**src/common/mids_params.svh**
```systemverilog
// Register offsets, field positions, reset values and sizes for ID screening
`ifndef MIDS_PARAMS_SVH
`define MIDS_PARAMS_SVH

// ==========================================
// Register offsets
`define MIDS_ADDR_REF_FIRST 8'h00
`define MIDS_ADDR_REF_LAST 8'h13
`define MIDS_ADDR_SCAN_START 8'h14
`define MIDS_ADDR_SCREEN_CTRL 8'h15
`define MIDS_ADDR_STATUS 8'h20
`define MIDS_ADDR_ACCEPT_CNT 8'h21
`define MIDS_ADDR_REJECT_CNT 8'h22

// ==========================================
// Field positions
`define MIDS_OFS_MSB 6
`define MIDS_EN_BIT 3
`define MIDS_ORG_BIT 2
`define MIDS_NTS_MSB 1

// ==========================================
// Reset values and sizes
`define MIDS_REG_RST 8'h00
`define MIDS_REF_BYTES 20
`define MIDS_ENTRIES_2B 10
`define MIDS_ENTRIES_4B 5
`define MIDS_MAX_BITS 6'h20

`endif

```
**src/common/mids_pkg.sv**
```systemverilog
// Types shared by the ID screening files
package mids_pkg;

  // Scan sequencer states
  typedef enum logic [1:0] {
    MIDS_IDLE = 2'b00,
    MIDS_SKIP = 2'b01,
    MIDS_COLLECT = 2'b10,
    MIDS_DECIDE = 2'b11
  } mids_state_t;

  // Reference ID layout
  typedef enum logic {
    MIDS_ORG_2BYTE = 1'b0,
    MIDS_ORG_4BYTE = 1'b1
  } mids_org_t;

endpackage

```
**src/rtl/mids_screen_top.sv**
```systemverilog
// Message ID screening: control registers, bit scan and frame decision
//
// Contract
// - Comparison starts offset plus one bits after sync
// - Screening runs only while enable bit set
// - Organisation bit picks two or four byte entries
// - Four byte mode compares code plus one bytes
// - Two byte mode compares one or two bytes
// - Reference bytes write only, cleared at reset
`timescale 1ns/1ps
`default_nettype none
`include "mids_params.svh"

module mids_screen_top (
  input wire logic ref_clk,
  input wire logic sys_rst,
  input wire logic [7:0] reg_addr,
  input wire logic [7:0] reg_wdata,
  input wire logic reg_wr,
  input wire logic reg_rd,
  output logic [7:0] reg_rdata,
  input wire logic frame_sync_event,
  input wire logic rx_bit_valid,
  input wire logic rx_bit,
  output logic frame_accept,
  output logic frame_reject,
  output logic [3:0] match_index,
  output logic screening_busy
);
  import mids_pkg::*;

  // ==========================================
  // Register state
  logic [7:0] scan_start_reg;
  logic [7:0] screen_ctrl_reg;
  logic [7:0] accept_cnt_reg;
  logic [7:0] reject_cnt_reg;
  logic last_accept_reg;
  logic last_reject_reg;
  logic [7:0] rdata_reg;
  logic [7:0] rdata_next;

  // ==========================================
  // Scan state
  mids_state_t state_reg;
  mids_state_t state_next;
  logic [6:0] skip_cnt_reg;
  logic [6:0] skip_cnt_next;
  logic [5:0] bit_cnt_reg;
  logic [5:0] bit_cnt_next;
  logic [31:0] rx_shift_reg;
  logic [31:0] rx_shift_next;
  logic accept_reg;
  logic reject_reg;
  logic [3:0] index_reg;

  // ==========================================
  // Address decode
  wire hit_ref;
  wire hit_scan_start;
  wire hit_screen_ctrl;
  wire hit_status;
  wire hit_accept_cnt;
  wire hit_reject_cnt;
  wire ref_wr_en;
  wire [4:0] ref_wr_index;

  assign hit_ref = (reg_addr <= `MIDS_ADDR_REF_LAST);
  assign hit_scan_start = (reg_addr == `MIDS_ADDR_SCAN_START);
  assign hit_screen_ctrl = (reg_addr == `MIDS_ADDR_SCREEN_CTRL);
  assign hit_status = (reg_addr == `MIDS_ADDR_STATUS);
  assign hit_accept_cnt = (reg_addr == `MIDS_ADDR_ACCEPT_CNT);
  assign hit_reject_cnt = (reg_addr == `MIDS_ADDR_REJECT_CNT);
  assign ref_wr_en = reg_wr && hit_ref;
  assign ref_wr_index = reg_addr[4:0];

  // ==========================================
  // Control fields
  wire [6:0] scan_start_offset;
  wire screening_enable;
  mids_org_t id_byte_organisation;
  wire [1:0] bytes_to_compare;

  assign scan_start_offset = scan_start_reg[`MIDS_OFS_MSB:0];
  assign screening_enable = screen_ctrl_reg[`MIDS_EN_BIT];
  assign id_byte_organisation = mids_org_t'(screen_ctrl_reg[`MIDS_ORG_BIT]);
  assign bytes_to_compare = screen_ctrl_reg[`MIDS_NTS_MSB:0];

  // ==========================================
  // Byte count and bit count per mode
  wire [2:0] byte_count;
  wire [5:0] total_bits;
  wire [5:0] align_shift;
  wire [31:0] rx_aligned;

  // Four byte mode: code plus one; two byte mode: 00 one, else two
  assign byte_count = (id_byte_organisation == MIDS_ORG_4BYTE) ?
                      ({1'b0, bytes_to_compare} + 3'h1) :
                      ((bytes_to_compare == 2'h0) ? 3'h1 : 3'h2);
  assign total_bits = {byte_count, 3'h0};
  assign align_shift = `MIDS_MAX_BITS - total_bits;
  // First received byte lands in bits 31:24
  assign rx_aligned = rx_shift_reg << align_shift;

  // ==========================================
  // Stored reference bytes
  logic [159:0] ref_flat;

  mids_ref_store u_ref_store (
    .ref_clk(ref_clk),
    .sys_rst(sys_rst),
    .wr_en(ref_wr_en),
    .wr_index(ref_wr_index),
    .wr_data(reg_wdata),
    .ref_flat(ref_flat)
  );

  // ==========================================
  // Comparison against all entries
  logic any_match;
  logic [3:0] cmp_index;

  mids_id_compare u_id_compare (
    .ref_flat(ref_flat),
    .rx_aligned(rx_aligned),
    .org(id_byte_organisation),
    .byte_count(byte_count),
    .any_match(any_match),
    .match_index(cmp_index)
  );

  // ==========================================
  // Control register writes, unused bits forced to zero
  always_ff @(posedge ref_clk) begin
    if (sys_rst) begin
      scan_start_reg <= `MIDS_REG_RST;
      screen_ctrl_reg <= `MIDS_REG_RST;
    end else if (reg_wr) begin
      if (hit_scan_start) begin
        scan_start_reg <= {1'b0, reg_wdata[6:0]};
      end
      if (hit_screen_ctrl) begin
        screen_ctrl_reg <= {4'h0, reg_wdata[3:0]};
      end
    end
  end

  // ==========================================
  // Scan sequencer next state
  wire start_scan;
  wire last_bit;

  assign start_scan = frame_sync_event && screening_enable;
  assign last_bit = (bit_cnt_reg == (total_bits - 6'h01));

  always_comb begin
    state_next = state_reg;
    skip_cnt_next = skip_cnt_reg;
    bit_cnt_next = bit_cnt_reg;
    rx_shift_next = rx_shift_reg;
    if (!screening_enable) begin
      // Disabling mid scan drops the frame decision
      state_next = MIDS_IDLE;
    end else if (start_scan) begin
      // New sync restarts the scan at any point
      skip_cnt_next = scan_start_offset;
      bit_cnt_next = 6'h00;
      rx_shift_next = 32'h0000_0000;
      state_next = (scan_start_offset == 7'h00) ? MIDS_COLLECT : MIDS_SKIP;
    end else begin
      unique case (state_reg)
        MIDS_IDLE: begin
          state_next = MIDS_IDLE;
        end
        MIDS_SKIP: begin
          // Drop offset bits, next bit is first compared
          if (rx_bit_valid) begin
            skip_cnt_next = skip_cnt_reg - 7'h01;
            if (skip_cnt_reg == 7'h01) begin
              state_next = MIDS_COLLECT;
            end
          end
        end
        MIDS_COLLECT: begin
          // Gather bytes, first bit received is the byte MSB
          if (rx_bit_valid) begin
            rx_shift_next = {rx_shift_reg[30:0], rx_bit};
            bit_cnt_next = bit_cnt_reg + 6'h01;
            if (last_bit) begin
              state_next = MIDS_DECIDE;
            end
          end
        end
        MIDS_DECIDE: begin
          state_next = MIDS_IDLE;
        end
      endcase
    end
  end

  // ==========================================
  // Scan sequencer registers
  always_ff @(posedge ref_clk) begin
    if (sys_rst) begin
      state_reg <= MIDS_IDLE;
      skip_cnt_reg <= 7'h00;
      bit_cnt_reg <= 6'h00;
      rx_shift_reg <= 32'h0000_0000;
    end else begin
      state_reg <= state_next;
      skip_cnt_reg <= skip_cnt_next;
      bit_cnt_reg <= bit_cnt_next;
      rx_shift_reg <= rx_shift_next;
    end
  end

  // ==========================================
  // Frame decision pulses
  wire decide_now;
  wire bypass_now;

  assign decide_now = (state_reg == MIDS_DECIDE) && screening_enable && !frame_sync_event;
  // Without screening every synchronised frame passes
  assign bypass_now = frame_sync_event && !screening_enable;

  always_ff @(posedge ref_clk) begin
    if (sys_rst) begin
      accept_reg <= 1'b0;
      reject_reg <= 1'b0;
      index_reg <= 4'h0;
    end else begin
      accept_reg <= bypass_now || (decide_now && any_match);
      reject_reg <= decide_now && !any_match;
      if (decide_now && any_match) begin
        index_reg <= cmp_index;
      end
    end
  end

  // ==========================================
  // Status flags and frame counters
  always_ff @(posedge ref_clk) begin
    if (sys_rst) begin
      last_accept_reg <= 1'b0;
      last_reject_reg <= 1'b0;
      accept_cnt_reg <= 8'h00;
      reject_cnt_reg <= 8'h00;
    end else begin
      if (accept_reg || reject_reg) begin
        last_accept_reg <= accept_reg;
        last_reject_reg <= reject_reg;
      end
      if (accept_reg) begin
        accept_cnt_reg <= accept_cnt_reg + 8'h01;
      end
      if (reject_reg) begin
        reject_cnt_reg <= reject_cnt_reg + 8'h01;
      end
    end
  end

  // ==========================================
  // Read mux, write-only registers read as zero
  wire [7:0] status_word;

  assign status_word = {index_reg, 1'b0, last_reject_reg, last_accept_reg, screening_busy};

  always_comb begin
    rdata_next = 8'h00;
    if (hit_status) begin
      rdata_next = status_word;
    end else if (hit_accept_cnt) begin
      rdata_next = accept_cnt_reg;
    end else if (hit_reject_cnt) begin
      rdata_next = reject_cnt_reg;
    end
  end

  // Read data stands one cycle after the strobe only
  always_ff @(posedge ref_clk) begin
    if (sys_rst) begin
      rdata_reg <= 8'h00;
    end else begin
      rdata_reg <= reg_rd ? rdata_next : 8'h00;
    end
  end

  // ==========================================
  // Outputs
  assign reg_rdata = rdata_reg;
  assign frame_accept = accept_reg;
  assign frame_reject = reject_reg;
  assign match_index = index_reg;
  assign screening_busy = (state_reg != MIDS_IDLE);

endmodule
`default_nettype wire

```
**src/rtl/mids_ref_store.sv**
```systemverilog
// Reference ID byte registers, write only, cleared at reset
`timescale 1ns/1ps
`default_nettype none
`include "mids_params.svh"

module mids_ref_store (
  input wire logic ref_clk,
  input wire logic sys_rst,
  input wire logic wr_en,
  input wire logic [4:0] wr_index,
  input wire logic [7:0] wr_data,
  output logic [159:0] ref_flat
);
  import mids_pkg::*;

  // ==========================================
  // One byte register per reference byte
  logic [7:0] ref_mem [0:`MIDS_REF_BYTES-1];

  genvar i;
  generate
    for (i = 0; i < `MIDS_REF_BYTES; i = i + 1) begin : g_byte
      // Byte write on index hit
      always_ff @(posedge ref_clk) begin
        if (sys_rst) begin
          ref_mem[i] <= `MIDS_REG_RST;
        end else if (wr_en && (wr_index == 5'(i))) begin
          ref_mem[i] <= wr_data;
        end
      end
      assign ref_flat[i*8 +: 8] = ref_mem[i];
    end
  endgenerate

endmodule
`default_nettype wire

```
**src/rtl/mids_id_compare.sv**
```systemverilog
// Compares collected bytes against every stored reference entry
`timescale 1ns/1ps
`default_nettype none
`include "mids_params.svh"

module mids_id_compare (
  input wire logic [159:0] ref_flat,
  input wire logic [31:0] rx_aligned,
  input wire mids_pkg::mids_org_t org,
  input wire logic [2:0] byte_count,
  output logic any_match,
  output logic [3:0] match_index
);
  import mids_pkg::*;

  // ==========================================
  // Per-entry hits, first received byte against lowest byte
  logic [`MIDS_ENTRIES_2B-1:0] hit_2b;
  logic [`MIDS_ENTRIES_4B-1:0] hit_4b;
  logic [`MIDS_ENTRIES_2B-1:0] hit_sel;

  genvar e;
  generate
    for (e = 0; e < `MIDS_ENTRIES_2B; e = e + 1) begin : g_two
      assign hit_2b[e] = (rx_aligned[31:24] == ref_flat[e*16 +: 8]) &&
                         ((byte_count < 3'h2) ||
                          (rx_aligned[23:16] == ref_flat[e*16+8 +: 8]));
    end
    for (e = 0; e < `MIDS_ENTRIES_4B; e = e + 1) begin : g_four
      assign hit_4b[e] = (rx_aligned[31:24] == ref_flat[e*32 +: 8]) &&
                         ((byte_count < 3'h2) ||
                          (rx_aligned[23:16] == ref_flat[e*32+8 +: 8])) &&
                         ((byte_count < 3'h3) ||
                          (rx_aligned[15:8] == ref_flat[e*32+16 +: 8])) &&
                         ((byte_count < 3'h4) ||
                          (rx_aligned[7:0] == ref_flat[e*32+24 +: 8]));
    end
  endgenerate

  // Mode selects the entry set
  assign hit_sel = (org == MIDS_ORG_4BYTE) ? {5'h00, hit_4b} : hit_2b;
  assign any_match = |hit_sel;

  // Lowest matching entry wins
  always_comb begin
    match_index = 4'h0;
    for (int k = `MIDS_ENTRIES_2B - 1; k >= 0; k = k - 1) begin
      if (hit_sel[k]) begin
        match_index = 4'(k);
      end
    end
  end

endmodule
`default_nettype wire

```
**config.mk**
```make
export PLATFORM = sky130hd
export DESIGN_NAME = mids_screen_top
export DESIGN_NICKNAME = d
export VERILOG_FILES = /design/src/common/mids_pkg.sv /design/src/rtl/mids_screen_top.sv /design/src/rtl/mids_ref_store.sv /design/src/rtl/mids_id_compare.sv
export VERILOG_INCLUDE_DIRS = /design/src /design/src/common
export SDC_FILE = /design/constraint.sdc
export NUM_CORES = 1
export LEC_CHECK = 0
export BUFFER_PORTS_ARGS = -buffer_cell sky130_fd_sc_hd__buf_2
export CAP_MARGIN = 25
export CELL_PAD_IN_SITES_DETAIL_PLACEMENT = 1
export CELL_PAD_IN_SITES_GLOBAL_PLACEMENT = 1
export CORE_MARGIN = 1
export CORE_UTILIZATION = 51
export DETAILED_ROUTE_END_ITERATION = 7
export GPL_TIMING_DRIVEN = 0
export HOLD_SLACK_MARGIN = 0.1
export PLACE_DENSITY_LB_ADDON = 0.1
export SLEW_MARGIN = 0
export SYNTH_ARGS = -nofsm -noshare
export SYNTH_HDL_FRONTEND = slang
export SYNTH_HIERARCHICAL = 1
export SYNTH_SLANG_ARGS = --single-unit
```
**constraint.sdc**
```tcl
create_clock -name ref_clk -period 5.9 [get_ports ref_clk]
set_input_delay 0.59 -clock ref_clk [delete_from_list [all_inputs] [get_ports ref_clk]]
set_output_delay 0.59 -clock ref_clk [all_outputs]
set_load 0.05 [all_outputs]
```
==> flow_metrics.py <==
metrics = {
    "worst_setup_path": {
        "r2r_cells": 19,
        "worstPathRequired_ps": 6310,
        "startpoint_type": "register",
        "crit_type": "register to register",
        "end_kind": "register",
        "cpMaxStageDelayCell": "dfxtp_1",
        "cp_max_fo": 10,
        "worst-endpoint-arrival_ps": 5940,
        "crit_buf_inv": 4,
        "crit_family": "simple AND/OR/NAND/NOR gates",
        "cpMostUsedCell": "buf_2",
        "ff2ff_setup_slack_ps": 380,
        "crit_path_cell_trace": "mux2i_4 -> buf_2 -> ha_1 -> clkbuf_1 -> or2_2 -> buf_2 -> nor2_2 -> and2_1 -> buf_2 -> xnor2_1 -> nand4_1 -> o21ai_1 -> a31oi_1 -> or4_1 -> and4b_4 -> nand4_1 -> nand3_1 -> mux2i_1 -> nor2_1",
        "max_stage_delay_ps": 660,
        "crit_cells": 19,
    },
    "routing": {
        "post_drt_wl_per_cell_um": 25.0,
        "drt_iter0_drc": 1036,
        "via_per_inst": 6.20,
        "drt_first_pass_iters": 5,
        "drc": 0,
        "vias": 11031,
        "final_antenna_net_count": 0,
        "routed_wl_um": 44500,
    },
    "grt": {
        "grt_pass1_wl_um": 67700,
        "grt_max_degree": 14,
        "grt.overflow.total": 0,
        "antenna_found_initial": 1,
        "track_usage_pct": 32.2,
        "grt_pass1_vias": 11450,
    },
    "timing": {
        "slew_headroom_pct": 25.6,
        "slew_viol_final": 0,
        "finalSetupViolations": 0,
        "final.period_utilization_pct": 93.6,
        "finalClockSkew_ps": 8.36,
        "max_freq_ghz": 0.181,
        "tns_ps": 0,
        "hold_viol_final": 0,
        "rsz0062_at_grt": "false",
        "worst_pin_slew_ps": 1120,
        "period_needed_ps": 5520,
    },
    "worst_hold_path": {
        "hold_depth": 3,
        "holdCritPathClass": "primary input to register",
    },
    "placed_design": {
        "place_congestion": 0.915,
        "dp_hpwl_um": 31700,
        "io_buffers": 36,
        "dp_cells": 1716,
    },
    "power": {
        "p_leak_nw": 5.34,
        "p_sw_share_pct": 22.9,
        "internal_power_mw": 3.03,
        "vdd_drop_max_mv": 0.247,
        "clkPwrFrac_pct": 44.0,
        "switchingPower_mw": 0.901,
        "p_seq_share_pct": 49.8,
        "power_density_nw_per_um2": 254,
        "combinationalPowerShare_pct": 6.2,
    },
    "layout": {
        "post-route-util_pct": 58.7,
        "fill_cells": 2883,
        "final_cells": 1778,
        "largest_register_ffs": 160,
        "drive_above_1_share_pct": 13.7,
        "antenna_cells": 0,
        "fin_nets": 1458,
        "area_delta_synth_final_pct": 11.6,
    },
    "clocking": {
        "clk_pin_slew_ps": 60,
        "clkSinkCount": 250,
        "cts-root-buf": "clkbuf_16",
        "htreeDepth": 1,
        "post_cts_buffers": 0,
        "numCtsBuffers": 28,
        "tritoncts": "built",
        "ctsResizeCount": 0,
        "clkLatencyLatePin_ps": 540,
        "clk_path_buf_depth": 3,
        "cts.hold.buffers_added": 0,
    },
    "floorplan": {
        "core-area_um2": 26400,
        "ios": 38,
        "die_x_um": 167,
        "die_h_um": 167,
        "fp-row-count": 59,
        "start_util_pct": 52.6,
        "die_area_um2": 27900,
    },
    "synth": {
        "ys_seq_elements": 250,
        "ys_warn_count": 6,
        "synth_nets": 1373,
        "avgSynthCellArea_um2": 10.4,
        "async_flop_share_pct": 0,
        "synth_cell_types": 65,
        "synth_top_area_share_pct": 34.6,
        "syn_inst": 1338,
        "synth_area_leaders": "edfxtp_1 (35%), dfxtp_1 (13%), xnor2_1 (8.7%)",
        "seq_area_frac_synth_pct": 47.6,
        "synth_edf_count": 160,
        "post-synth-top-area-cell": "edfxtp_1",
        "synthFlopType": "edfxtp_1",
        "synth_area_um2": 13900,
    },
    "run": {
        "drv_cap": 0,
    },
    "run_status": {
        "outcome": "finished clean",
    },
}
## power groups by stage
stage	clock, mW	sequential [mW]	combinational (mW)
2_1_floorplan	0	1.99	0.150
3_3_place_gp	0	1.99	0.222
3_5_place_dp	0	2.00	0.232
4_1_cts	1.75	1.96	0.234
5_1_grt	1.81	1.96	0.256
6_report	1.73	1.96	0.243
## metrics by stage
step	setup slack, ps	instance area, um2	hold slack, ps	power [mW]
2_1_floorplan	1580	13900	451	2.14
3_3_place_gp	519	14500	467	2.22
3_5_place_dp	413	14500	495	2.23
4_1_cts	384	15400	305	3.94
5_1_grt	45.2	15500	345	4.03
6_report	377	15500	329	3.93
## layer usage
| metal | wire length (um) | track usage, % | up-vias | share of wire [%] |
|---|---|---|---|---|
| met2 | 21500 | 55.0 | 485 | 48 |
| met3 | 3170 | 4.16 | 144 | 7.1 |
| li1 | - | - | 4945 | - |
| met5 | 14 | 0 | - | 0.031 |
| met1 | 17400 | 40.0 | 5455 | 39 |
| met4 | 2410 | 16.4 | 2 | 5.4 |
## final cells by class
cell class | count | area (um2) | share of cell area, %
tap | 335 | 419 | 2.71
clock buffer | 49 | 870 | 5.62
multi-input combinational | 945 | 6590 | 42.5
inverter | 23 | 86.3 | 0.558
clock inverter | 1 | 30.0 | 0.194
sequential | 250 | 6610 | 42.7
buffer | 120 | 601 | 3.88
timing repair buffer | 55 | 283 | 1.83
## final timing paths
kind | startpoint | to
max | screen_ctrl_reg[2] | match_index[0]
min | rx_bit | rx_shift_reg[0]
max reg2reg | screen_ctrl_reg[2] | match_index[0]
min reg2reg | reject_cnt_reg[7] | reject_cnt_reg[7]
## placed cells by master (no fill, tap or decap), drive strengths merged, types with 3 or more instances in the layout
cell type	synthesis	routed
a21o	4	4
xor2	118	118
nand3b	3	3
ha	12	12
or3	5	5
nand4	42	42
mux2i	37	37
nor3	175	175
and3	4	4
nand4b	4	4
a31oi	5	5
nor4	33	33
or2	4	4
and2	14	14
nor2b	19	19
a2111oi	8	8
nand2	33	33
xnor2	139	139
nand3	9	9
a211oi	19	19
a2bb2oi	8	8
or3b	3	3
nand4bb	3	3
o21ai	35	35
a22oi	35	35
o31ai	5	5
a21oi	23	23
nor2	104	104
dfxtp	90	90
edfxtp	160	160
inv	23	23
buf	57	108
clkbuf	63	116
nand2b	22	22
## worst reg2reg max path: stages, from the launching register on
cell	delay (ps)
dfxtp_1	660
mux2i_4	470
buf_2	290
ha_1	260
clkbuf_1	210
or2_2	330
buf_2	180
nor2_2	220
and2_1	160
buf_2	260
xnor2_1	160
nand4_1	140
o21ai_1	260
a31oi_1	150
or4_1	640
and4b_4	240
nand4_1	170
nand3_1	280
mux2i_1	250
nor2_1	60
## cell usage after synthesis, drive strengths merged (8+ instances only)
cell,instances
a2111oi,8
a211oi,19
a21oi,23
a22oi,35
a2bb2oi,8
and2,14
buf,57
clkbuf,63
dfxtp,90
edfxtp,160
ha,12
inv,23
mux2i,37
nand2,33
nand2b,22
nand3,9
nand4,42
nor2,104
nor2b,19
nor3,175
nor4,33
o21ai,35
xnor2,139
xor2,118
## cells by family (layout without fill, tap and decap cells)
kind of cell	count (synthesis)	after routing	share of synthesized area (%)
AND/OR/NAND/NOR	485	485	19.7
XOR/XNOR	258	258	16.4
flip-flops	250	250	47.6
AO/OA/AOI/OAI	153	153	7.49
buffers and inverters	143	248	4.95
multiplexers	37	37	2.70
adder cells (fa/ha/maj)	12	12	1.08
(Power assumes the default switching activity.)
